--- src/design/logic_unit_pkg.sv ---
// Shared constants for the configurable logic module: register map,
// field positions, reset values and the flop clock-source encoding.
// Assumes a single core clock and a plain strobe-based register port.
package logic_unit_pkg;

  localparam int NUM_UNITS = 4;
  localparam int PIN_COUNT = 8;
  localparam int PERIPH_COUNT = 4;
  localparam int ADDR_W = 5;

  // Per-unit block of four registers; unit u starts at u * UNIT_STRIDE
  localparam logic [ADDR_W-1:0] UNIT_STRIDE = 5'h04;
  localparam logic [1:0] OFS_FUNCTION = 2'h0;
  localparam logic [1:0] OFS_CONFIG = 2'h1;
  localparam logic [1:0] OFS_CLOCK = 2'h2;
  localparam logic [1:0] OFS_CONTROL = 2'h3;
  localparam logic [ADDR_W-1:0] ADDR_STATUS = 5'h10;

  // Input selector fields in the config register
  localparam int SEL_A_LSB = 0;
  localparam int SEL_B_LSB = 4;
  localparam int SEL_W = 4;
  // Clock select field in the clock register
  localparam int FCLK_SEL_LSB = 0;
  localparam int FCLK_SEL_W = 2;
  // Control register bits
  localparam int CTL_BYPASS = 0;
  localparam int CTL_PIN_EN = 1;
  localparam int CTL_PERIPH_EN = 2;
  localparam int CTL_W = 3;
  // Status register fields
  localparam int STAT_OUT_LSB = 0;
  localparam int STAT_FLOP_LSB = 4;

  // Selector candidate ranges: pins, then unit outputs, then peripherals
  localparam logic [3:0] SEL_UNIT_BASE = 4'h8;
  localparam logic [3:0] SEL_PERIPH_BASE = 4'hC;

  // Reset values
  localparam logic [7:0] FUNCTION_RESET = 8'h00;
  localparam logic [7:0] CONFIG_RESET = 8'h00;
  localparam logic [FCLK_SEL_W-1:0] FCLK_SEL_RESET = 2'h0;
  localparam logic [CTL_W-1:0] CONTROL_RESET = 3'h0;

  typedef enum logic [1:0] {
    CLK_CORE = 2'b00,
    CLK_A_RISE = 2'b01,
    CLK_B_RISE = 2'b10,
    CLK_CARRY_RISE = 2'b11
  } flop_clock_select_t;

endpackage : logic_unit_pkg

--- src/design/configurable_logic_module.sv ---
// Four configurable logic units with look-up tables, optional flops,
// input selectors, carry chain and output routing.
// Assumes one core clock, a synchronous reset and port pins that arrive
// asynchronously; peripheral inputs come from logic on core_clk.

// What this block does
// - Four independent software-configured logic units
// - Three-input table, any of 256 functions
// - First and second inputs from 16-way selectors
// - Third input is carry from preceding unit
// - Selectors pick pins or any unit output
// - Unit outputs route to pins or peripherals
// - Each unit flop samples its table output
// - Flop clock source from clock-select field
// - Bypass bit sends table result straight out
// - Table index: first MSB, carry LSB
// - Set/reset latch holds, resets, sets
// - Set/reset latch wiring, function byte 0x74
// - Unit outputs always definite high or low
// - Data latch wiring, function byte 0xAC
// - Data latch transparent high, holds low
// - Preceding table buffers its first input
// - Latches use table feedback, flop unused
// - Units run continuously without processor
module configurable_logic_module
(
  // Clock and reset
  input wire logic core_clk,
  input wire logic srst,
  // Register port
  input wire logic [logic_unit_pkg::ADDR_W-1:0] regAddr,
  input wire logic [7:0] regWrData,
  input wire logic regWrite,
  input wire logic regRead,
  output logic [7:0] regRdData,
  // Port pins and peripheral inputs
  input wire logic [logic_unit_pkg::PIN_COUNT-1:0] pinIn,
  input wire logic [logic_unit_pkg::PERIPH_COUNT-1:0] periphIn,
  // Unit outputs
  output logic [logic_unit_pkg::NUM_UNITS-1:0] pinOut,
  output logic [logic_unit_pkg::NUM_UNITS-1:0] pinOe,
  output logic [logic_unit_pkg::NUM_UNITS-1:0] periphOut
);

  localparam int N = logic_unit_pkg::NUM_UNITS;
  localparam int P = logic_unit_pkg::PIN_COUNT;

  // Pin synchroniser stages
  logic [P-1:0] pinMeta;
  logic [P-1:0] pinSync2;
  logic [P-1:0] pinSync3;
  logic [P-1:0] pinClean;

  // Per-unit configuration
  logic [7:0] funcByte [N];
  logic [7:0] inputSel [N];
  logic [logic_unit_pkg::FCLK_SEL_W-1:0] flop_clock_select [N];
  logic [logic_unit_pkg::CTL_W-1:0] control [N];

  // Per-unit datapath
  logic [N-1:0] inA;
  logic [N-1:0] inB;
  logic [N-1:0] carry;
  logic [N-1:0] lutOut;
  logic [N-1:0] lutHeld;
  logic [N-1:0] flopQ;
  logic [N-1:0] unitOut;
  logic [N-1:0] outHeld;
  logic [N-1:0] prevA;
  logic [N-1:0] prevB;
  logic [N-1:0] prevCarry;
  logic [N-1:0] flopTick;

  // All 16 selector candidates: pins, held unit outputs, peripherals
  logic [15:0] candidates;

  logic [7:0] next_rdData;
  logic [7:0] statusWord;

  // Three-stage pin capture; a change is taken once stages two and
  // three agree, which rejects a value caught mid-transition.
  always_ff @(posedge core_clk)
  begin
    if (srst)
    begin
      pinMeta <= '0;
      pinSync2 <= '0;
      pinSync3 <= '0;
    end
    else
    begin
      pinMeta <= pinIn;
      pinSync2 <= pinMeta;
      pinSync3 <= pinSync2;
    end
  end

  always_ff @(posedge core_clk)
  begin
    if (srst)
      pinClean <= '0;
    else
    begin
      for (int i = 0; i < P; i++)
      begin
        if (pinSync2[i] == pinSync3[i])
          pinClean[i] <= pinSync3[i];
      end
    end
  end

  // Unit feedback uses the held outputs so that a latch built from
  // table feedback never forms a combinational loop.
  assign candidates = {periphIn, outHeld, pinClean};

  // The ring would close from the last unit back to the first; that one
  // carry is taken from a held copy to keep the chain loop-free.
  always_comb
  begin
    for (int u = 0; u < N; u++)
    begin
      if (u == 0)
        carry[u] = lutHeld[N-1];
      else
        carry[u] = lutOut[u-1];
    end
  end

  genvar g;
  generate
    for (g = 0; g < N; g++)
    begin : gen_unit
      localparam logic [logic_unit_pkg::ADDR_W-1:0] BASE =
        logic_unit_pkg::ADDR_W'(g * 4);
      logic hitUnit;

      assign hitUnit = regWrite &&
        (regAddr[logic_unit_pkg::ADDR_W-1:2] == BASE[4:2]);

      // Configuration registers, written by software only
      always_ff @(posedge core_clk)
      begin
        if (srst)
          funcByte[g] <= logic_unit_pkg::FUNCTION_RESET;
        else if (hitUnit &&
                 regAddr[1:0] == logic_unit_pkg::OFS_FUNCTION)
          funcByte[g] <= regWrData;
      end

      always_ff @(posedge core_clk)
      begin
        if (srst)
          inputSel[g] <= logic_unit_pkg::CONFIG_RESET;
        else if (hitUnit && regAddr[1:0] == logic_unit_pkg::OFS_CONFIG)
          inputSel[g] <= regWrData;
      end

      always_ff @(posedge core_clk)
      begin
        if (srst)
          flop_clock_select[g] <= logic_unit_pkg::FCLK_SEL_RESET;
        else if (hitUnit && regAddr[1:0] == logic_unit_pkg::OFS_CLOCK)
          flop_clock_select[g] <= regWrData[logic_unit_pkg::FCLK_SEL_LSB +:
                                 logic_unit_pkg::FCLK_SEL_W];
      end

      always_ff @(posedge core_clk)
      begin
        if (srst)
          control[g] <= logic_unit_pkg::CONTROL_RESET;
        else if (hitUnit &&
                 regAddr[1:0] == logic_unit_pkg::OFS_CONTROL)
          control[g] <= regWrData[logic_unit_pkg::CTL_W-1:0];
      end

      // 16-way input selectors
      assign inA[g] = candidates[inputSel[g][logic_unit_pkg::SEL_A_LSB +:
                                            logic_unit_pkg::SEL_W]];
      assign inB[g] = candidates[inputSel[g][logic_unit_pkg::SEL_B_LSB +:
                                            logic_unit_pkg::SEL_W]];

      // Table lookup: every index hits a stored bit, so the result is
      // always 0 or 1
      assign lutOut[g] = funcByte[g][{inA[g], inB[g], carry[g]}];

      // Flop clock-source decode; sources other than the core clock are
      // rising edges seen at core_clk rate
      always_comb
      begin
        case (logic_unit_pkg::flop_clock_select_t'(flop_clock_select[g]))
          logic_unit_pkg::CLK_CORE:
            flopTick[g] = 1'b1;
          logic_unit_pkg::CLK_A_RISE:
            flopTick[g] = inA[g] & ~prevA[g];
          logic_unit_pkg::CLK_B_RISE:
            flopTick[g] = inB[g] & ~prevB[g];
          logic_unit_pkg::CLK_CARRY_RISE:
            flopTick[g] = carry[g] & ~prevCarry[g];
          default:
            flopTick[g] = 1'b0;
        endcase
      end

      always_ff @(posedge core_clk)
      begin
        if (srst)
        begin
          prevA[g] <= 1'b0;
          prevB[g] <= 1'b0;
          prevCarry[g] <= 1'b0;
        end
        else
        begin
          prevA[g] <= inA[g];
          prevB[g] <= inB[g];
          prevCarry[g] <= carry[g];
        end
      end

      always_ff @(posedge core_clk)
      begin
        if (srst)
          flopQ[g] <= 1'b0;
        else if (flopTick[g])
          flopQ[g] <= lutOut[g];
      end

      // Bypass presents the table result; latches rely on it
      assign unitOut[g] = control[g][logic_unit_pkg::CTL_BYPASS] ?
        lutOut[g] : flopQ[g];

      always_ff @(posedge core_clk)
      begin
        if (srst)
        begin
          outHeld[g] <= 1'b0;
          lutHeld[g] <= 1'b0;
        end
        else
        begin
          outHeld[g] <= unitOut[g];
          lutHeld[g] <= lutOut[g];
        end
      end

      // Routed outputs come from flops, one cycle behind unitOut
      always_ff @(posedge core_clk)
      begin
        if (srst)
        begin
          pinOut[g] <= 1'b0;
          pinOe[g] <= 1'b0;
          periphOut[g] <= 1'b0;
        end
        else
        begin
          pinOut[g] <= unitOut[g];
          pinOe[g] <= control[g][logic_unit_pkg::CTL_PIN_EN];
          periphOut[g] <= unitOut[g] &
                          control[g][logic_unit_pkg::CTL_PERIPH_EN];
        end
      end
    end
  endgenerate

  assign statusWord = {flopQ, outHeld};

  // Read decode; unmapped addresses answer zero
  always_comb
  begin
    next_rdData = 8'h00;
    if (regAddr == logic_unit_pkg::ADDR_STATUS)
      next_rdData = statusWord;
    else if (regAddr < logic_unit_pkg::ADDR_STATUS)
    begin
      case (regAddr[1:0])
        logic_unit_pkg::OFS_FUNCTION:
          next_rdData = funcByte[regAddr[3:2]];
        logic_unit_pkg::OFS_CONFIG:
          next_rdData = inputSel[regAddr[3:2]];
        logic_unit_pkg::OFS_CLOCK:
          next_rdData = {6'h00, flop_clock_select[regAddr[3:2]]};
        logic_unit_pkg::OFS_CONTROL:
          next_rdData = {5'h00, control[regAddr[3:2]]};
        default:
          next_rdData = 8'h00;
      endcase
    end
  end

  // Read data stands only in the cycle after the strobe
  always_ff @(posedge core_clk)
  begin
    if (srst)
      regRdData <= 8'h00;
    else if (regRead)
      regRdData <= next_rdData;
    else
      regRdData <= 8'h00;
  end

endmodule : configurable_logic_module

--- config.mk ---
export PLATFORM = sky130hd
export DESIGN_NAME = configurable_logic_module
export DESIGN_NICKNAME = d
export VERILOG_FILES = /design/src/design/logic_unit_pkg.sv /design/src/design/configurable_logic_module.sv
export SDC_FILE = /design/constraint.sdc
export NUM_CORES = 1
export LEC_CHECK = 0
export BUFFER_PORTS_ARGS = -buffer_cell sky130_fd_sc_hd__buf_2
export CORE_MARGIN = 4
export CORE_UTILIZATION = 45
export DETAILED_ROUTE_END_ITERATION = 8
export PLACE_DENSITY = 0.71
export SLEW_MARGIN = 20
export SYNTH_ARGS = -nofsm -noshare
export SYNTH_HDL_FRONTEND = slang
export SYNTH_SLANG_ARGS = --single-unit
--- constraint.sdc ---
create_clock -name core_clk -period 5.3 [get_ports core_clk]
set_input_delay 0.53 -clock core_clk [delete_from_list [all_inputs] [get_ports core_clk]]
set_output_delay 0.53 -clock core_clk [all_outputs]
set_load 0.02 [all_outputs]
==> metrics.md, run 1 <==
| Metric | Value |
|---|---|
| Number of vias per cell | around 6.1 |
| Final Slew Violations | 0 |
| Lkg Pwr | around 3.1 nW |
| Comb pwr share | about an eighth |
| Slew headroom | between 20% and 30% |
| Max-Cap Viols | 0 |
| Inst Count DP | roughly 840 |
| Internal power | about 0.0023 W |
| Tightest Pin Transition | 1120 ps |
| Grt total ovfl | 0 |
| Rows | 47 |
| Worst Slack Setup Final | between 1500 and 2000 ps |
| Die W | around 140 um |
| Post-Layout Cell Count | approximately 870 |
| YS warnings | 0 |
| Vias | about 5300 |
| Sequential area share after synthesis | roughly 52% |
| Layout cells sized above 1 | 22.0% |
| # nets final | about 670 |
| PortBufs | 48 |
| Critical Path Max Stage Delay | ~570 ps |
| Cells after Synth | slightly below 600 |
| Root buffer cell | clkbuf_16 |
| Clock transition at the registers of the reported paths | approximately 60 ps |
| # fillers | 1386 |
| Final Wtd Congestion | 0.926 |
| Critical Path End Type | register |
| # DRC | 0 |
| Initial Utilization | a little under half |
| Power Density | 355 nW/um^2 |
| Number of synthesized flops with an enable pin | 84 |
| Yosys cell types | 49 |
| FF/Latch Area | roughly 3900 um^2 |
| Worst slack, placed | 1730 ps |
| RSZ-0062 raised after global routing | false |
| CP Max Fanout | 15 |
| HPWL after DPL | 14.3 mm |
| Post-synthesis async set-or-reset flop share | 0% |
| Clk sinks | between 150 and 200 |
| Hold Vio Cnt, Final | 0 |
| All-Layer GR Usage | approximately 22% |
| Final ANT Viol Nets | 0 |
| First-pass GRT wire length | ~30 mm |
| Area taken by multi-input logic gates | between 3000 and 4000 um^2 |
| Hold Path Class | in -> reg |
| Max VDD drop | ~0.21 mV |
| Part of the power in registers | about 47% |
| CTS H-Tree Depth | 4 |
| Fin util | roughly 52% |
| Largest net degree at the start of global routing | 60 |
| Post-CTS setup buffers | 0 |
| Clock group share of total power | approximately two fifths |
| Ys flop type | edfxtp_1 |
| Synth Cell Area | 7520 um^2 |
| Post-Syn Nets | ~630 |
| Clk_lat worst skew | roughly 420 ps |
| Commonest cells after routing, fill and taps aside | 84 x and2_1, 84 x edfxtp_1, 69 x dfxtp_1, 52 x mux4_2, 48 x buf_2 |
| Die height | 137 um |
| Minimum clock period | 3520 ps |
| TritonCTS buffer count | 17 |
| CTS tree | built |
| Die area | around 19000 um^2 |
| M1 GR Usage | 30.1% |
| Vias in the first global route | between 4000 and 5000 |
| Synth top area share | 33.5% |
| Core area | 16500 um^2 |
| Register bit total from synthesis | roughly 150 |
| Final setup violation count | 0 |
| Worst EP arrival | 3820 ps |
| Initial antenna violation count | 0 |
| P&R area growth vs syn | 13.4% |
| Tcrit/Tclk final | between 60% and 70% |
| First-pass DRT Iterations | 5 |
| Hold-fix buffers, CTS | 0 |
| # diodes | 0 |
| Synth area leaders | edfxtp_1 34%, dfxtp_1 18%, mux4_2 16% |
| CP Cell Sequence | mux4_2 -> mux2i_1 -> mux2_2 -> mux2i_1 -> mux2i_4 -> mux2i_1 -> buf_4 -> mux2i_1 -> a32oi_1 -> a21oi_1 -> mux2_1 |
| Required time of the critical path | around 5600 ps |
| Avg Cell Area, Syn | around 13 um^2 |
| Fmax | 0.284 GHz |
| Met2 Track Usage GR | about 33% |
| Switching share of power | between 20% and 30% |
| Bufs on Longest Clock Path | 2 |
| Sum Neg Setup Slack | 0 ps |
| Global Route met3 Usage | 4.82% |
| Final Skew | around 6 ps |
| Total power | between 0.003 and 0.004 W |
| WL/cell | ~23 um |
| Critical path type | reg -> reg |
| Post-cts sizing count | 0 |
| Yosys top cell by area | edfxtp_1 |
| Most used cell, CP | mux2i_1 |
| Status | finished, final reports clean |
| Slowest cell on the critical path | mux4_2 |
| Busiest grt layer | met2 |
| Setup crit start kind | register |
| Worst path bufs/invs | 1 |
| Routed wire length | just under 20 mm |
| Crit-path leading delay family | multiplexers |
| Ports | 49 |
| Sw Pwr | just under 0.0008 W |
| Iteration-0 DRC Markers | between 600 and 700 |
## worst register-to-register path, stage by stage (launching register included)
cell and delay (ps):
edfxtp_1 540, mux4_2 570, mux2i_1 140, mux2_2 220
mux2i_1 330, mux2i_4 150, mux2i_1 170, buf_4 220
mux2i_1 360, a32oi_1 160, a21oi_1 200, mux2_1 350
## synth_stat cells (2+ instances only)
cell type / instances
a21oi_1: 15
nand3_1: 8
o21ai_0: 26
a211oi_1: 5
mux4_2: 52
mux2_2: 9
mux2i_1: 26
nand2b_1: 6
o22ai_1: 5
nor2_1: 45
mux2_1: 2
and3_1: 4
and2_1: 84
a21o_1: 3
o31ai_1: 4
nand2_1: 29
clkbuf_1: 16
nor3_1: 10
buf_2: 2
buf_4: 4
mux4_1: 4
a32oi_1: 3
a22oi_1: 9
edfxtp_1: 84
or3_1: 2
buf_1: 8
nor2b_1: 37
nand3b_1: 2
inv_1: 5
dfxtp_1: 69
## power by group through the flow
stage	sequential, W	combinational [W]	clock [W]
after CTS	0.00143	0.000389	0.00121
after floorplan	0.00141	0.000293	0
after global placement	0.00145	0.000381	0
after detailed placement	0.00145	0.000387	0
after global routing	0.00144	0.000423	0.00127
final	0.00143	0.000396	0.00120
## per-layer routing
| layer | up-vias | wire, um |
|---|---|---|
| met5 | - | 0 |
| met4 | 0 | 752 |
| met3 | 54 | 1950 |
| met2 | 327 | 8910 |
| met1 | 2566 | 8030 |
| li1 | 2314 | - |
## state kept, by name, summed over array words and instances, names as in the netlist
name	flops
pinOe	4
pinClean	8
inputSel	32
regRdData	8
pinSync2	8
carry	1
periphOut	4
funcByte	32
prevA	4
control	12
flop_clock_select	8
pinMeta	8
prevB	4
prevCarry	4
pinOut	4
pinSync3	8
flopQ	4
## stage by stage
step,cell area [um^2],hold slack (ps)
2_1_floorplan,7520,414
3_3_place_gp,7930,425
3_5_place_dp,7930,434
4_1_cts,8510,310
5_1_grt,8530,329
6_report,8530,320
## worst paths after layout
kind | from | end | slack, ps | cells after the start
worst min register to register | pinMeta[1] | pinSync2[1] | 440 | 1
worst min-delay path | pinIn[7] | pinMeta[7] | 320 | 2
worst max-delay path | inputSel[0][4] | flopQ[3] | 1780 | 11
worst max register to register | inputSel[0][4] | flopQ[3] | 1780 | 11
## layout make-up
class	instances	share of cell area, %
sequential	153	45.8
inverter	5	0.220
tap	220	3.23
multi-input combinational	409	40.9
clock buffer	19	5.07
timing repair buffer	50	2.99
clock inverter	13	1.79
## cell families (layout without fill, tap and decap cells)
family	after synthesis	after routing	share of synthesized area (%)
mux	95	95	22.5
compound gates	80	80	6.73
buf+inv	35	87	1.98
flops	153	153	51.9
simple gates	234	234	16.9
Power figures use the tool's default switching activity.
==> run 2, diff against run 1 <==
- PLACE_DENSITY: 0.71 -> 0.74
- clock period: 5.3 -> 2.9 ns (I/O delays scaled with it)
==> metrics.md, run 2 (synthesis gave the netlist of run 1 again) <==
| Metric | Value |
|---|---|
| CP Max Fanout | 8 (-7) |
| Biggest regs | funcByte (32), inputSel (32), control (12) |
| First-pass DRT Iterations | 5 (unchanged) |
| Die W | 137 um (unchanged) |
| Hold-fix buffers, CTS | 0 (unchanged) |
| HPWL after DPL | 15.4 mm (+7.3%) |
| Final setup violation count | 7 (+7) |
| TritonCTS buffer count | 17 (unchanged) |
| Final Skew | 9.23 ps (+3.25 ps) |
| Power Density | 625 nW/um^2 (+76%) |
| Rows | 47 (unchanged) |
| Worst Slack Setup Final | -190 ps (-1970 ps) |
| # fillers | 1347 (-2.8%) |
| Max-Cap Viols | 0 (unchanged) |
| Tightest Pin Transition | 863 ps (-254 ps) |
| All-Layer GR Usage | 23.4% (+1.7 points) |
| # DRC | 0 (unchanged) |
| Vias in the first global route | 5668 (+13%) |
| Initial antenna violation count | 0 (unchanged) |
| Critical path type | reg -> reg |
| Status | finished with violations |
| Bufs on Longest Clock Path | 2 (unchanged) |
| Worst EP arrival | 3470 ps (-350 ps) |
| Iteration-0 DRC Markers | 778 (+16%) |
| P&R area growth vs syn | 22.3% |
| Largest net degree at the start of global routing | 45 (-25%) |
| Slew headroom | 42.1% (+17 points) |
| Placed inst area | 8470 um^2 (+6.9%) |
| Minimum hold slack | 65.7 ps (-255 ps) |
| Die area | 18900 um^2 (unchanged) |
| Required time of the critical path | 3280 ps (-2330 ps) |
| Failing checks | negative setup slack |
| Core area | 16500 um^2 (unchanged) |
| Minimum clock period | 3090 ps (-425 ps) |
| Slowest cell on the critical path | mux4_2 |
| Final Wtd Congestion | 0.993 (+7.2%) |
| Die height | 137 um (unchanged) |
| Routed wire length | 21.1 mm (+7.3%) |
| First-pass GRT wire length | 32.5 mm (+9.1%) |
| Clock transition at the registers of the reported paths | 70 ps (about the same) |
| Hold Vio Cnt, Final | 0 (unchanged) |
| CTS tree | built |
| CP Cell Sequence | mux4_2 -> mux4_2 -> mux2i_4 -> mux2i_2 -> buf_4 -> buf_4 -> a21oi_1 -> a211oi_1 -> a41o_1 -> and2_1 |
| Final ANT Viol Nets | 0 (unchanged) |
| WL/cell | 22.2 um (-1.8%) |
| Met2 Track Usage GR | 37.5% (+4.8 points) |
| Number of vias per cell | 5.86 (-3.1%) |
| Busiest grt layer | met2 |
| Tcrit/Tclk final | 107% (+40 points) |
| Grt total ovfl | 0 (unchanged) |
| PortBufs | 48 (unchanged) |
| Initial Utilization | 45.7% (unchanged) |
| Lkg Pwr | 3.49 nW (+12%) |
| Fin util | 55.9% (+4.1 points) |
| Vias | 5571 (+5.9%) |
| Sum Neg Setup Slack | -832 ps (-832 ps) |
| Max VDD drop | 0.375 mV (+74%) |
| Commonest cells after routing, fill and taps aside | 84 x and2_1, 84 x edfxtp_1, 80 x buf_4, 68 x dfxtp_1, 56 x mux4_2 |
| Clk_lat worst skew | 440 ps (+20 ps) |
| RSZ-0062 raised after global routing | true |
| Design area | 9210 um^2 (+7.9%) |
| # diodes | 0 (unchanged) |
| # nets final | 746 (+12%) |
| Clk sinks | 153 (unchanged) |
| Critical Path Max Stage Delay | 570 ps (about the same) |
| Ports | 49 (unchanged) |
| Setup crit start kind | register |
| Layout cells sized above 1 | 33.3% (+11 points) |
| Critical Path End Type | register |
| Root buffer cell | clkbuf_16 |
| Final Slew Violations | 0 (unchanged) |
| CTS H-Tree Depth | 4 (unchanged) |
| Hold Path Class | in -> reg |
| Fmax | 0.324 GHz (+14%) |
| Global Route met3 Usage | 4.97% (+0.15 points) |
| M1 GR Usage | 30.3% (+0.25 points) |
[run 2: final timing paths]
check | from | endpoint | slack, ps | depth (start not counted)
worst min-delay path | pinIn[7] | pinMeta[7] | 70 | 2
worst min register to register | pinMeta[3] | pinSync2[3] | 440 | 1
worst max-delay path | inputSel[0][2] | periphOut[3] | -190 | 10
worst max register to register | inputSel[0][2] | periphOut[3] | -190 | 10
[run 2: critical path, delay by kind of cell (launching register included)]
family | cells | cell delay [ps]
flip-flops | 1 | 430
AND/OR/NAND/NOR | 1 | 120
multiplexers | 4 | 1630
buffers and inverters | 2 | 340
AO/OA/AOI/OAI | 3 | 530
[run 2: through the flow]
| step | power, W | worst slack [ps] | instances |
|---|---|---|---|
| 2_1_floorplan | 0.00311 | -127 | 597 |
| 3_3_place_gp | 0.00347 | -170 | 911 |
| 3_5_place_dp | 0.00350 | -242 | 911 |
| 4_1_cts | 0.00565 | -199 | 946 |
| 5_1_grt | 0.00592 | -368 | 950 |
| 6_report | 0.00576 | -190 | 950 |
[run 2: routing by layer]
metal	vias to the layer above	routed length [um]
li1	2469	-
met5	-	0
met4	0	875
met2	344	10000
met1	2700	8170
met3	58	1990
[run 2: timing repair]
action                     in CTS  in global routing
setup endpoints to repair       6                 11
pin swaps                       6                  5
buffers inserted                3                  5
resized for setup               6                 18
[run 2: cell type report]
| cell class | count | area [um^2] | area share, % |
|---|---|---|---|
| tap | 220 | 275 | 2.99 |
| timing repair buffer | 131 | 875 | 9.50 |
| clock inverter | 14 | 135 | 1.47 |
| clock buffer | 18 | 429 | 4.66 |
| multi-input combinational | 409 | 3570 | 38.8 |
| sequential | 153 | 3910 | 42.4 |
| inverter | 5 | 18.8 | 0.204 |
[run 2: power by group]
group          internal [W]  total (W)  switching [W]
Sequential          0.00243    0.00260       0.000163
Combinational      0.000522    0.00102       0.000496
Clock               0.00120    0.00214       0.000942
Total               0.00416    0.00576        0.00160
==> run 3, diff against run 2 <==
- PLACE_DENSITY: 0.74 -> 0.71
- clock period: 2.9 -> 3.65 ns (I/O delays scaled with it)
==> metrics.md, run 3 (synthesis gave the netlist of run 1 again) <==
| Metric | Value |
|---|---|
| Required time of the critical path | 3960 ps (+680 ps) |
| Clk_lat worst skew | 430 ps (about the same) |
| Tcrit/Tclk final | 95.1% (-12 points) |
| # diodes | 0 (unchanged) |
| Final Wtd Congestion | 0.919 (-7.4%) |
| # fillers | 1379 (+2.4%) |
| Critical Path Max Stage Delay | 580 ps (about the same) |
| Hold Path Class | in -> reg |
| All-Layer GR Usage | 22.4% (-1.0 points) |
| Crit-path leading delay family | multiplexers |
| Hold-fix buffers, CTS | 0 (unchanged) |
| Fin util | 52.2% (-3.8 points) |
| Rows | 47 (unchanged) |
| Die area | 18900 um^2 (unchanged) |
| Final ANT Viol Nets | 0 (unchanged) |
| Iteration-0 DRC Markers | 487 (-37%) |
| Worst path bufs/invs | 1 (-1) |
| Tightest Pin Transition | 671 ps (-192 ps) |
| Ports | 49 (unchanged) |
| Post-CTS setup buffers | 0 (-3) |
| Design area | 8590 um^2 (-6.7%) |
| Die W | 137 um (unchanged) |
| Clock transition at the registers of the reported paths | 60 ps (about the same) |
| Worst EP arrival | 3780 ps (+310 ps) |
| Vias | 5256 (-5.7%) |
| CP Max Fanout | 12 (+4) |
| Clk sinks | 153 (unchanged) |
| Biggest regs | funcByte (32), inputSel (32), control (12) |
| CTS H-Tree Depth | 4 (unchanged) |
| Bufs on Longest Clock Path | 2 (unchanged) |
| Placed inst area | 8010 um^2 (-5.5%) |
| Core area | 16500 um^2 (unchanged) |
| Minimum clock period | 3470 ps (+379 ps) |
| Lkg Pwr | 3.16 nW (-9.4%) |
| Worst slack, placed | 189 ps (+432 ps) |
| First-pass DRT Iterations | 5 (unchanged) |
| Final Skew | 7.61 ps (-1.62 ps) |
| Number of vias per cell | 5.97 (+1.9%) |
| Worst Slack Setup Final | 180 ps (+371 ps) |
| HPWL after DPL | 14.5 mm (-5.6%) |
| # DRC | 0 (unchanged) |
| Max VDD drop | 0.312 mV (-17%) |
| First-pass GRT wire length | 30.8 mm (-5.3%) |
| Sum Neg Setup Slack | 0 ps (+832 ps) |
| Final setup violation count | 0 (-7) |
| Initial Utilization | 45.7% (unchanged) |
| Largest net degree at the start of global routing | 59 (+31%) |
| CP Cell Sequence | mux4_1 -> mux4_2 -> mux2i_4 -> mux2i_1 -> buf_4 -> and3_1 -> a211oi_1 -> and3_1 -> mux2_1 |
| Max-Cap Viols | 0 (unchanged) |
| Grt total ovfl | 0 (unchanged) |
| P&R area growth vs syn | 14.1% |
| Critical path type | reg -> reg |
| Root buffer cell | clkbuf_16 |
| Setup crit start kind | register |
| Post-cts sizing count | 0 (-6) |
| Commonest cells after routing, fill and taps aside | 84 x and2_1, 84 x edfxtp_1, 69 x dfxtp_1, 52 x mux4_2, 48 x buf_2 |
| CTS tree | built |
| Die height | 137 um (unchanged) |
| Hold Vio Cnt, Final | 0 (unchanged) |
| Critical Path End Type | register |
| Layout cells sized above 1 | 23.5% (-9.8 points) |
| Status | finished, final reports clean |
| WL/cell | 22.7 um (+2.5%) |
| PortBufs | 48 (unchanged) |
| Power Density | 508 nW/um^2 (-19%) |
| Fmax | 0.288 GHz (-11%) |
| Routed wire length | 20.0 mm (-5.0%) |
| Initial antenna violation count | 0 (unchanged) |
| Most used cell, CP | and3_1 |
| Vias in the first global route | 5185 (-8.5%) |
| Slew headroom | 55.3% (+13 points) |
| Final Slew Violations | 0 (unchanged) |
| # nets final | 676 (-9.4%) |
| RSZ-0062 raised after global routing | false |
| TritonCTS buffer count | 17 (unchanged) |
| Slowest cell on the critical path | mux4_1 |
## run 3: cell types whose count changed in the layout (fill, tap and decap cells not counted), moves of 3 or more
cell	previous run	this run
mux4_2	56	52
buf_6	3	0
mux4_1	0	4
mux2i_4	5	1
mux2i_1	19	26
mux2i_2	4	1
buf_4	80	13
## run 3: worst register-to-register path, delay by kind of cell (launching register included)
kind | cells | cell delay, ps
muxes | 5 | 2170
and+or+nand+nor | 2 | 380
DFF | 1 | 480
AOI/OAI and AO/OA | 1 | 70
buffers and inverters | 1 | 260
## run 3: layout make-up
| class | instances | area (um^2) | share of cell area, % |
|---|---|---|---|
| Clock inverter | 12 | 111 | 1.30 |
| Tap cell | 220 | 275 | 3.21 |
| Inverter | 5 | 18.8 | 0.219 |
| Timing Repair Buffer | 61 | 338 | 3.93 |
| Sequential cell | 153 | 3900 | 45.5 |
| Clock buffer | 20 | 468 | 5.45 |
| Multi-Input combinational cell | 409 | 3470 | 40.4 |
## run 3: report_power, final
group          total, W  internal [W]  switching, W  leakage [nW]
sequential      0.00207       0.00193      0.000139          1.37
clock           0.00171       0.00100      0.000704         0.283
combinational  0.000586      0.000277      0.000310          1.51
## run 3: metrics by stage
stage | instances | total power [W] | hold WS, ps
6_report | 880 | 0.00436 | 155
5_1_grt | 880 | 0.00452 | 159
4_1_cts | 880 | 0.00439 | 136
3_5_place_dp | 848 | 0.00269 | 429
3_3_place_gp | 848 | 0.00267 | 425
2_1_floorplan | 597 | 0.00247 | 414
## run 3: per-layer routing
metal | GRT usage (%) | up-vias | wire length, um
li1 | - | 2335 | -
met1 | 30.8 | 2618 | 8240
met2 | 35.1 | 270 | 9740
met3 | 4.53 | 33 | 1550
met4 | 8.54 | 0 | 486
met5 | 0 | - | 0
## run 3: final timing paths
| check | from | endpoint | slack, ps | depth (start not counted) |
|---|---|---|---|---|
| worst max-delay path | pinOut[3] | flopQ[3] | 180 | 9 |
| worst min-delay path | pinIn[4] | pinMeta[4] | 150 | 2 |
| worst max register to register | pinOut[3] | flopQ[3] | 180 | 9 |
| worst min register to register | pinMeta[0] | pinSync2[0] | 440 | 1 |
